`src/nvmac_cfg.svh`:
```
`ifndef NVMAC_CFG_SVH
`define NVMAC_CFG_SVH
// register byte addresses on the AXI4-Lite bus
`define NVMAC_OFS_DATA_LO 8'h00
`define NVMAC_OFS_DATA_HI 8'h04
`define NVMAC_OFS_ADDR_LO 8'h08
`define NVMAC_OFS_ADDR_HI 8'h0c
`define NVMAC_OFS_CTRL 8'h10
`define NVMAC_OFS_KEY 8'h14
`define NVMAC_OFS_STATUS 8'h18
// control field positions
`define NVMAC_B_FLASH 7
`define NVMAC_B_IDSP 6
`define NVMAC_B_LATCH 5
`define NVMAC_B_ERASE 4
`define NVMAC_B_FAULT 3
`define NVMAC_B_MODEN 2
`define NVMAC_B_PROG 1
`define NVMAC_B_FETCH 0
// unlock keys
`define NVMAC_KEY1 8'h55
`define NVMAC_KEY2 8'haa
// reset values
`define NVMAC_RST_CTRL 8'h00
`define NVMAC_ADDR_HI_TOP 1'b1
// id space map
`define NVMAC_ID_USER_LO 15'h0000
`define NVMAC_ID_USER_HI 15'h0003
`define NVMAC_ID_DEVID 15'h0006
`define NVMAC_ID_CFG_LO 15'h0007
`define NVMAC_ID_CFG_HI 15'h0008
// timing
`define NVMAC_CLK_HZ 20000000
`define NVMAC_PROG_TIME_US 2000
`define NVMAC_PROG_CYC ((`NVMAC_PROG_TIME_US * (`NVMAC_CLK_HZ / 1000)) / 1000)
`define NVMAC_SETUP_CYC 2
`endif

```
`src/nvmac_pkg.sv`:
```
package nvmac_pkg;
   typedef enum logic [2:0] {
      NVMAC_IDLE = 3'b000,
      NVMAC_SETUP = 3'b001,
      NVMAC_ERASE = 3'b011,
      NVMAC_WRITE = 3'b010,
      NVMAC_DONE = 3'b110
   } nvmac_state_e;
   typedef enum logic [1:0] {
      NVMAC_SP_EEPROM = 2'b00,
      NVMAC_SP_FLASH = 2'b01,
      NVMAC_SP_ID = 2'b10
   } nvmac_space_e;
   // request to the array
   typedef struct packed {
      logic rd;
      logic erase;
      logic write;
      logic latch;
      nvmac_space_e space;
      logic [14:0] addr;
      logic [13:0] wdata;
   } nvmac_req_s;
endpackage : nvmac_pkg

```
`src/nvmac_top.sv`:
```
// The AXI4-Lite slave port and the placing of the registers were chosen for this implementation.
`timescale 1ns/1ns
// How it works
// - id_space_select steers accesses to the id and configuration region
// - user ids read and write; device id and configuration words read only
// - a read outside the permitted id addresses clears both data registers
// - data is 14 bits; high data bits 7..6 read zero
// - address is 15 bits; high address bit 7 reads one
// - without id space, flash_space_select picks flash, else data eeprom
// - flash or id space with latch_fill_only: trigger only loads a latch
// - flash or id space without latch_fill_only: load latch then program
// - eeprom ignores latch_fill_only; every trigger writes
// - erase_select without latch_fill_only makes the trigger erase a row; hardware clears it after
// - eeprom ignores erase_select; each trigger erases then writes
// - fault flag set on bad sequence, abnormal end, or any trigger set attempt
// - modify_enable clear blocks every program and erase cycle
// - trigger starts a self-timed operation; hardware clears it at the end
// - software can only set the trigger; writing zero has no effect
// - fetch_trigger reads one word in one cycle then clears itself
// - keys 55h then aah must directly precede the trigger
// - two setup cycles, then array ops stall the cpu; latch loads do not
`include "nvmac_cfg.svh"
module nvmac_top import nvmac_pkg::*; #(
   parameter int PROG_CYC = `NVMAC_PROG_CYC,
   parameter int SETUP_CYC = `NVMAC_SETUP_CYC
) (
   input wire logic clk_i,
   input wire logic rst_i,
   // axi4-lite slave
   input wire logic [7:0] s_axi_awaddr,
   input wire logic s_axi_awvalid,
   output logic s_axi_awready,
   input wire logic [31:0] s_axi_wdata,
   input wire logic [3:0] s_axi_wstrb,
   input wire logic s_axi_wvalid,
   output logic s_axi_wready,
   output logic [1:0] s_axi_bresp,
   output logic s_axi_bvalid,
   input wire logic s_axi_bready,
   input wire logic [7:0] s_axi_araddr,
   input wire logic s_axi_arvalid,
   output logic s_axi_arready,
   output logic [31:0] s_axi_rdata,
   output logic [1:0] s_axi_rresp,
   output logic s_axi_rvalid,
   input wire logic s_axi_rready,
   // array side
   output nvmac_req_s nvm_req_o,
   input wire logic [13:0] nvm_rdata_i,
   input wire logic nvm_abort_i,
   output logic cpu_stall_o
);
   localparam int CW = 17;
   logic [7:0] data_lo_r;
   logic [5:0] data_hi_r;
   logic [7:0] addr_lo_r;
   logic [6:0] addr_hi_r;
   logic flash_r, idsp_r, latch_r, erase_r, fault_r, moden_r, prog_r, fetch_r;
   logic [1:0] key_r; // 0 none, 1 got 55h, 2 unlocked
   nvmac_state_e state_r;
   logic [CW-1:0] cnt_r;
   logic arr_op_r; // accepted op touches the array
   logic latch_only_r, ee_r;
   logic aw_r, w_r;
   logic [7:0] awaddr_r;
   logic [31:0] wdata_r;
   logic [3:0] wstrb_r;
   logic wr_go, wr_hit;
   logic [14:0] addr;
   nvmac_space_e space;
   logic id_ok_rd, id_ok_wr, trig_set, ctrl_wr, accept;
   logic [7:0] rd_val;
   logic rd_hit;

   assign addr = {addr_hi_r, addr_lo_r};
   // space decode
   always_comb begin
      if (idsp_r) begin
         space = NVMAC_SP_ID;
      end else if (flash_r) begin
         space = NVMAC_SP_FLASH;
      end else begin
         space = NVMAC_SP_EEPROM;
      end
   end
   // permitted id addresses
   assign id_ok_rd = (addr <= `NVMAC_ID_USER_HI) || ((addr >= `NVMAC_ID_DEVID)
      && (addr <= `NVMAC_ID_CFG_HI));
   assign id_ok_wr = (addr <= `NVMAC_ID_USER_HI);

   // axi write address/data capture, either order
   assign wr_go = aw_r && w_r && !s_axi_bvalid;
   always_ff @(posedge clk_i) begin
      if (rst_i) begin
         aw_r <= 1'b0;
         w_r <= 1'b0;
         awaddr_r <= 8'h00;
         wdata_r <= 32'h0000_0000;
         wstrb_r <= 4'h0;
         s_axi_awready <= 1'b0;
         s_axi_wready <= 1'b0;
      end else begin
         s_axi_awready <= !aw_r && !(s_axi_awvalid && s_axi_awready);
         s_axi_wready <= !w_r && !(s_axi_wvalid && s_axi_wready);
         if (s_axi_awvalid && s_axi_awready) begin
            aw_r <= 1'b1;
            awaddr_r <= s_axi_awaddr;
         end else if (wr_go) begin
            aw_r <= 1'b0;
         end
         if (s_axi_wvalid && s_axi_wready) begin
            w_r <= 1'b1;
            wdata_r <= s_axi_wdata;
            wstrb_r <= s_axi_wstrb;
         end else if (wr_go) begin
            w_r <= 1'b0;
         end
      end
   end
   // write response; unmapped gives slverr
   always_comb begin
      wr_hit = 1'b1;
      if (awaddr_r == `NVMAC_OFS_DATA_LO) begin
         wr_hit = 1'b1;
      end else if (awaddr_r == `NVMAC_OFS_DATA_HI) begin
         wr_hit = 1'b1;
      end else if (awaddr_r == `NVMAC_OFS_ADDR_LO) begin
         wr_hit = 1'b1;
      end else if (awaddr_r == `NVMAC_OFS_ADDR_HI) begin
         wr_hit = 1'b1;
      end else if (awaddr_r == `NVMAC_OFS_CTRL) begin
         wr_hit = 1'b1;
      end else if (awaddr_r == `NVMAC_OFS_KEY) begin
         wr_hit = 1'b1;
      end else if (awaddr_r == `NVMAC_OFS_STATUS) begin
         wr_hit = 1'b1;
      end else begin
         wr_hit = 1'b0;
      end
   end
   always_ff @(posedge clk_i) begin
      if (rst_i) begin
         s_axi_bvalid <= 1'b0;
         s_axi_bresp <= 2'b00;
      end else if (wr_go) begin
         s_axi_bvalid <= 1'b1;
         s_axi_bresp <= wr_hit ? 2'b00 : 2'b10;
      end else if (s_axi_bready) begin
         s_axi_bvalid <= 1'b0;
      end
   end
   assign ctrl_wr = wr_go && (awaddr_r == `NVMAC_OFS_CTRL) && wstrb_r[0];
   assign trig_set = ctrl_wr && wdata_r[`NVMAC_B_PROG] && !prog_r;
   // accepted only when unlocked, enabled and idle
   assign accept = trig_set && moden_r && (key_r == 2'd2)
      && (state_r == NVMAC_IDLE);

   // unlock key tracker: any other write breaks the sequence
   always_ff @(posedge clk_i) begin
      if (rst_i) begin
         key_r <= 2'd0;
      end else if (wr_go) begin
         if (awaddr_r == `NVMAC_OFS_KEY && wstrb_r[0]
             && wdata_r[7:0] == `NVMAC_KEY1) begin
            key_r <= 2'd1;
         end else if (awaddr_r == `NVMAC_OFS_KEY && wstrb_r[0] && key_r == 2'd1
             && wdata_r[7:0] == `NVMAC_KEY2) begin
            key_r <= 2'd2;
         end else begin
            key_r <= 2'd0;
         end
      end
   end

   // address registers
   always_ff @(posedge clk_i) begin
      if (rst_i) begin
         addr_lo_r <= 8'h00;
         addr_hi_r <= 7'h00;
      end else if (wr_go && wstrb_r[0]) begin
         if (awaddr_r == `NVMAC_OFS_ADDR_LO) begin
            addr_lo_r <= wdata_r[7:0];
         end else if (awaddr_r == `NVMAC_OFS_ADDR_HI) begin
            addr_hi_r <= wdata_r[6:0];
         end
      end
   end

   // data registers: software write or fetch result
   always_ff @(posedge clk_i) begin
      if (rst_i) begin
         data_lo_r <= 8'h00;
         data_hi_r <= 6'h00;
      end else if (nvm_req_o.rd) begin
         // capture in the strobe cycle, when space and address on the request are current
         if (space == NVMAC_SP_ID && !id_ok_rd) begin
            data_lo_r <= 8'h00;
            data_hi_r <= 6'h00;
         end else begin
            data_lo_r <= nvm_rdata_i[7:0];
            data_hi_r <= nvm_rdata_i[13:8];
         end
      end else if (wr_go && wstrb_r[0]) begin
         if (awaddr_r == `NVMAC_OFS_DATA_LO) begin
            data_lo_r <= wdata_r[7:0];
         end else if (awaddr_r == `NVMAC_OFS_DATA_HI) begin
            data_hi_r <= wdata_r[5:0];
         end
      end
   end

   // control bits written by software
   always_ff @(posedge clk_i) begin
      if (rst_i) begin
         flash_r <= 1'b0;
         idsp_r <= 1'b0;
         latch_r <= 1'b0;
         moden_r <= 1'b0;
      end else if (ctrl_wr) begin
         flash_r <= wdata_r[`NVMAC_B_FLASH];
         idsp_r <= wdata_r[`NVMAC_B_IDSP];
         latch_r <= wdata_r[`NVMAC_B_LATCH];
         moden_r <= wdata_r[`NVMAC_B_MODEN];
      end
   end
   // erase select, cleared by hardware after an erase
   always_ff @(posedge clk_i) begin
      if (rst_i) begin
         erase_r <= 1'b0;
      end else if (state_r == NVMAC_DONE && !ee_r && !latch_only_r && erase_r) begin
         erase_r <= 1'b0;
      end else if (ctrl_wr) begin
         erase_r <= wdata_r[`NVMAC_B_ERASE];
      end
   end
   // fault flag: hardware set wins over software write
   always_ff @(posedge clk_i) begin
      if (rst_i) begin
         fault_r <= 1'b0;
      end else if (trig_set || (nvm_abort_i && state_r != NVMAC_IDLE)) begin
         fault_r <= 1'b1;
      end else if (ctrl_wr) begin
         fault_r <= wdata_r[`NVMAC_B_FAULT];
      end
   end
   // fetch trigger: set only, one cycle
   always_ff @(posedge clk_i) begin
      if (rst_i) begin
         fetch_r <= 1'b0;
      end else if (fetch_r) begin
         fetch_r <= 1'b0;
      end else if (ctrl_wr && wdata_r[`NVMAC_B_FETCH] && state_r == NVMAC_IDLE) begin
         fetch_r <= 1'b1;
      end
   end

   // program sequencer
   always_ff @(posedge clk_i) begin
      if (rst_i) begin
         state_r <= NVMAC_IDLE;
         cnt_r <= '0;
         prog_r <= 1'b0;
         arr_op_r <= 1'b0;
         latch_only_r <= 1'b0;
         ee_r <= 1'b0;
      end else begin
         case (state_r)
            NVMAC_IDLE: begin
               if (accept) begin
                  prog_r <= 1'b1;
                  ee_r <= (space == NVMAC_SP_EEPROM);
                  latch_only_r <= (space != NVMAC_SP_EEPROM) && latch_r;
                  arr_op_r <= !(space == NVMAC_SP_ID && !id_ok_wr);
                  cnt_r <= CW'(SETUP_CYC - 1);
                  state_r <= NVMAC_SETUP;
               end
            end
            NVMAC_SETUP: begin
               if (cnt_r != '0) begin
                  cnt_r <= cnt_r - 1'b1;
               end else if (latch_only_r || !arr_op_r) begin
                  state_r <= NVMAC_DONE;
               end else if (ee_r || erase_r) begin
                  cnt_r <= CW'(PROG_CYC - 1);
                  state_r <= NVMAC_ERASE;
               end else begin
                  cnt_r <= CW'(PROG_CYC - 1);
                  state_r <= NVMAC_WRITE;
               end
            end
            NVMAC_ERASE: begin
               if (nvm_abort_i) begin
                  state_r <= NVMAC_DONE;
               end else if (cnt_r != '0) begin
                  cnt_r <= cnt_r - 1'b1;
               end else if (ee_r) begin
                  cnt_r <= CW'(PROG_CYC - 1);
                  state_r <= NVMAC_WRITE;
               end else begin
                  state_r <= NVMAC_DONE;
               end
            end
            NVMAC_WRITE: begin
               if (nvm_abort_i || cnt_r == '0) begin
                  state_r <= NVMAC_DONE;
               end else begin
                  cnt_r <= cnt_r - 1'b1;
               end
            end
            NVMAC_DONE: begin
               prog_r <= 1'b0;
               state_r <= NVMAC_IDLE;
            end
            default: begin
               state_r <= NVMAC_IDLE;
            end
         endcase
      end
   end

   // array request and cpu stall, registered
   always_ff @(posedge clk_i) begin
      if (rst_i) begin
         nvm_req_o <= '0;
         cpu_stall_o <= 1'b0;
      end else begin
         nvm_req_o.rd <= fetch_r;
         nvm_req_o.latch <= (state_r == NVMAC_SETUP) && cnt_r == '0 && arr_op_r
            && (space != NVMAC_SP_EEPROM);
         nvm_req_o.erase <= (state_r == NVMAC_ERASE);
         nvm_req_o.write <= (state_r == NVMAC_WRITE);
         nvm_req_o.space <= space;
         nvm_req_o.addr <= addr;
         nvm_req_o.wdata <= {data_hi_r, data_lo_r};
         cpu_stall_o <= (state_r == NVMAC_ERASE) || (state_r == NVMAC_WRITE);
      end
   end

   // read decode
   always_comb begin
      rd_hit = 1'b1;
      rd_val = 8'h00;
      if (s_axi_araddr == `NVMAC_OFS_DATA_LO) begin
         rd_val = data_lo_r;
      end else if (s_axi_araddr == `NVMAC_OFS_DATA_HI) begin
         rd_val = {2'b00, data_hi_r};
      end else if (s_axi_araddr == `NVMAC_OFS_ADDR_LO) begin
         rd_val = addr_lo_r;
      end else if (s_axi_araddr == `NVMAC_OFS_ADDR_HI) begin
         rd_val = {`NVMAC_ADDR_HI_TOP, addr_hi_r};
      end else if (s_axi_araddr == `NVMAC_OFS_CTRL) begin
         rd_val = {flash_r, idsp_r, latch_r, erase_r, fault_r, moden_r, prog_r, fetch_r};
      end else if (s_axi_araddr == `NVMAC_OFS_KEY) begin
         rd_val = 8'h00;
      end else if (s_axi_araddr == `NVMAC_OFS_STATUS) begin
         rd_val = {5'h00, state_r};
      end else begin
         rd_hit = 1'b0;
      end
   end
   // read channel
   always_ff @(posedge clk_i) begin
      if (rst_i) begin
         s_axi_arready <= 1'b0;
         s_axi_rvalid <= 1'b0;
         s_axi_rdata <= 32'h0000_0000;
         s_axi_rresp <= 2'b00;
      end else begin
         s_axi_arready <= !s_axi_rvalid && !(s_axi_arvalid && s_axi_arready);
         if (s_axi_arvalid && s_axi_arready) begin
            s_axi_rvalid <= 1'b1;
            s_axi_rdata <= {24'h000000, rd_val};
            s_axi_rresp <= rd_hit ? 2'b00 : 2'b10;
         end else if (s_axi_rready) begin
            s_axi_rvalid <= 1'b0;
         end
      end
   end
endmodule : nvmac_top

```
`config.mk`:
```
export PLATFORM = sky130hd
export DESIGN_NAME = nvmac_top
export DESIGN_NICKNAME = d
export VERILOG_FILES = /design/src/nvmac_pkg.sv /design/src/nvmac_top.sv
export VERILOG_INCLUDE_DIRS = /design/src
export SDC_FILE = /design/constraint.sdc
export NUM_CORES = 1
export LEC_CHECK = 0
export ABC_AREA = 1
export BUFFER_PORTS_ARGS = -buffer_cell sky130_fd_sc_hd__buf_2
export CAP_MARGIN = 20
export CORE_MARGIN = 5
export CORE_UTILIZATION = 54
export CTS_CLUSTER_DIAMETER = 30
export DETAILED_ROUTE_END_ITERATION = 6
export MAX_ROUTING_LAYER = met4
export PLACE_DENSITY = 0.85
export SETUP_SLACK_MARGIN = 0.15
export SLEW_MARGIN = 15
export SYNTH_ARGS = -nofsm -noshare
export SYNTH_HDL_FRONTEND = slang
export SYNTH_SLANG_ARGS = --single-unit
```
`constraint.sdc`:
```
create_clock -name clk_i -period 2 [get_ports clk_i]
set_input_delay 0.6 -clock clk_i [delete_from_list [all_inputs] [get_ports clk_i]]
set_output_delay 0.6 -clock clk_i [all_outputs]
set_load 0.1 [all_outputs]
```
==> key figures <==
Logic synthesis
  • Post-synthesis sequential area ratio: 0.427
  • Synth top area share: 0.427
  • Synth Instances: 840
  • Area leader, netlist: dfxtp_1
  • Most common cell in the netlist: nor2_1
  • Mean Syn Cell Area: 7.36 µm²
  • Synth top cells by count: nor2_1 (133), dfxtp_1 (132), nand2_1 (129)
  • Synth Warn #: 0
  • Ys async rst share: 0
  • Yosys reg bits: between 100 and 150
  • Post-synthesis cell type count: 40
  • Top area cells in the synthesized netlist: dfxtp_1 (43%), nor2_1 (8.1%), nand2_1 (7.8%)
  • Top_reg_cell synth: dfxtp_1
  • Number of synthesized flops with an enable pin: 0
  • Post-Syn Area: 6190 µm²

Routing
  • Iteration-0 DRC Markers: between 700 and 800
  • Post-route antenna net violation count: 0
  • Drt total wl: between 15 and 20 mm
  • DRC viols: 0
  • Routed vias/inst: 5.46
  • Drt wl/cell: roughly 15 µm
  • Vias: 6059
  • First-pass DRT Iterations: 6

Finish
  • # diodes: 0
  • Nets: ~1000
  • Area grow syn2layout: 22.4%
  • Layout cells sized above 1: 0.232
  • Final instance area: approximately 7600 µm²

Pwr
  • Sw Pwr: 2370 µW
  • P_int: about 5500 µW
  • Total power per unit cell area: ~1000 nW/µm²
  • Pwr Total: ~8000 µW
  • Sequential Power Share: 0.353
  • Leak: 0.00344 µW
  • Logic pwr share: 0.213
  • Sw Ratio: 0.301
  • VDD IR-drop max: roughly 600 µV
  • Clk network pwr share: 0.434

Floorplanning
  • Core area: roughly 11000 µm²
  • Cell Rows: 39
  • Die Ht: around 120 µm
  • Die area: between 10000 and 15000 µm²
  • DIE WIDTH: roughly 120 µm
  • Initial Util: 0.546
  • Io pins: 151

Clock tree
  • Skew-Pair Late Insertion Delay: around 0.42 ns
  • Clock buffer depth: 2
  • Num CTS Buffers: 17
  • CTS tree: done
  • Clock sinks: ~130
  • Htree depth: 4
  • Root Buffer: clkbuf_16
  • Reg clk slew, reported paths: 0.06 ns

STA
  • Tcrit/Tclk final: 0.914
  • Endpoints failing hold: 0
  • Unrepaired setup endpoints after global routing: yes
  • Post-route clock skew: 0.00699 ns
  • FMAX: around 0.55 GHz
  • Final slew viol count: 0
  • Least-Margin Pin Slew: 0.552 ns
  • Final worst slack: roughly 0.17 ns
  • Final setup violation count: 0
  • TNS Setup: 0 ns
  • Min Tclk post-route: ~1.8 ns
  • Rel. slew slack: 0.631

GRT
  • Initial antenna violation count: 0
  • Total Routing Usage GR: 0.251
  • Grt ovf: 0
  • Met2 usage in global routing: 0.403
  • Largest net degree at the start of global routing: 80
  • Gr busiest metal: met2
  • GR Layer Usage met1: 0.298
  • First-pass GRT wire length: around 26 mm
  • Grt met3 use: 0.0596
  • Vias in the first global route: about 5600

Flow run
  • Max-cap violations: 0

Run status
  • Status: finished clean

Place
  • IO buf count: 97
  • DP Wirelength: about 11 mm
  • RePlAce Congestion: 0.976
  • Placed Area: 6780 µm²
  • Worst slack, placed: around 0.05 ns

Setup path
  • Flop2flop setup slack: around 0.24 ns
  • Top delay family on crit path: buffers and inverters
  • Critical Path AT: 1.23 ns
  • Setup crit end kind: output port
  • Crit path max fanout: 2
  • Buf+Inv Stages, Crit Path: 1
  • Critical Path Max Stage Delay: between 0.4 and 0.5 ns
  • CP required: between 1 and 1.5 ns
  • Crit path max-delay cell type: buf_2
  • Critical Path, Cell by Cell: buf_2
  • Crit path launch type: register
  • CP Class: reg -> out

Min path
  • Min-Delay Path Class: in -> reg
==> cells by family (layout without fill, tap and decap cells) <==
| family | after synthesis | count (layout) | share of synthesized area |
|---|---|---|---|
| DFF | 132 | 132 | 0.427 |
| adders and majority gates | 2 | 2 | 0.00404 |
| xor gates and xnor gates | 3 | 3 | 0.00425 |
| and+or+nand+nor | 392 | 392 | 0.303 |
| AOI/OAI and AO/OA | 165 | 165 | 0.151 |
| other | 1 | 26 | 0.000606 |
| buffers and inverters | 145 | 247 | 0.110 |
==> stage by stage <==
| step | instances | utilization | hold slack, ns |
|---|---|---|---|
| final | 1110 | 0.669 | 0.429 |
| after global routing | 1110 | 0.669 | 0.447 |
| after CTS | 1107 | 0.662 | 0.424 |
| after detailed placement | 1070 | 0.599 | 0.435 |
| after global placement | 1070 | 0.599 | 0.435 |
| after floorplan | 865 | - | 0.413 |
==> layout make-up <==
cell class / count / area (µm²)
fill: 925 / 3750
tap: 143 / 179
sequential: 132 / 2650
inverter: 93 / 354
clock buffer: 23 / 478
multi-input combinational: 588 / 3000
clock inverter: 9 / 174
timing repair buffer: 122 / 742
==> registers in the layout, indices dropped and copies added, names as in the netlist, 2 cells and up <==
| name | cells |
|---|---|
| addr_hi_r | 7 |
| addr_lo_r | 8 |
| awaddr_r | 8 |
| cnt_r | 17 |
| data_hi_r | 6 |
| data_lo_r | 8 |
| key_r | 2 |
| nvm_req_o | 35 |
| s_axi_rdata | 8 |
| state_r | 3 |
| wdata_r | 8 |
==> power groups by stage <==
stage	Clock [µW]	Sequential, µW	Combinational (µW)
3_5_place_dp	0	2830	1420
3_3_place_gp	0	2830	1400
6_report	3410	2780	1670
2_1_floorplan	0	2930	1130
5_1_grt	3560	2790	1810
4_1_cts	3420	2770	1530
==> routing by layer <==
layer | share of wire | vias to the layer above
li1 | - | 2942
met3 | 0.095 | 64
met4 | 0.040 | 0
met2 | 0.47 | 323
met5 | 0 | -
met1 | 0.39 | 2730
==> worst register-to-register path: cells and delay by family (launching register included) <==
| family | cells | cell delay, ns |
|---|---|---|
| flops | 1 | 0.42 |
| simple gates | 4 | 0.52 |
| compound gates | 2 | 0.61 |
| buf+inv | 1 | 0.08 |
==> repair_timing <==
action,4_1_cts,5_1_grt
endpoints found under the setup margin,17,20
hold buffers,0,0
endpoints found under the hold margin,0,0
gates resized for setup,1,16
buffers inserted,5,3
pin swaps,2,5
==> worst paths after layout <==
| kind | depth (start not counted) | start | endpoint |
|---|---|---|---|
| hold reg to reg | 2 | data_lo_r[5]$_SDFFE_PP0P_ | nvm_req_o[5]$_SDFF_PP0_ |
| hold / removal | 4 | s_axi_rready | s_axi_rvalid$_SDFFE_PP0P_ |
| setup reg to reg | 7 | addr_lo_r[7]$_SDFFE_PP0P_ | data_lo_r[6]$_SDFFE_PP0P_ |
| setup / recovery | 1 | s_axi_rdata[6]$_SDFFE_PP0P_ | s_axi_rdata[6] |
==> cells in the final DEF, fill, tap and decap left out, types with 4 or more instances in the layout <==
| master | synthesis | final |
|---|---|---|
| nor2_1 | 133 | 129 |
| dfxtp_1 | 132 | 129 |
| nand2_1 | 129 | 127 |
| buf_2 | 4 | 96 |
| inv_1 | 88 | 86 |
| a21oi_1 | 67 | 67 |
| o21ai_0 | 62 | 62 |
| nand3_1 | 56 | 55 |
| conb_1 | 1 | 26 |
| buf_4 | 27 | 20 |
| clkbuf_16 | 0 | 17 |
| nor3_1 | 14 | 14 |
| a21oi_2 | 14 | 14 |
| nand4_1 | 13 | 13 |
| nand3_2 | 10 | 11 |
| a211oi_1 | 11 | 11 |
| nor2_2 | 5 | 9 |
| nand2_2 | 8 | 8 |
| inv_2 | 4 | 5 |
| a31oi_1 | 5 | 5 |
| bufinv_16 | 0 | 5 |
| buf_12 | 1 | 5 |
| nor2_4 | 4 | 4 |
| nand2_4 | 2 | 4 |
| nor4_1 | 4 | 4 |
(Power assumes the default switching activity.)
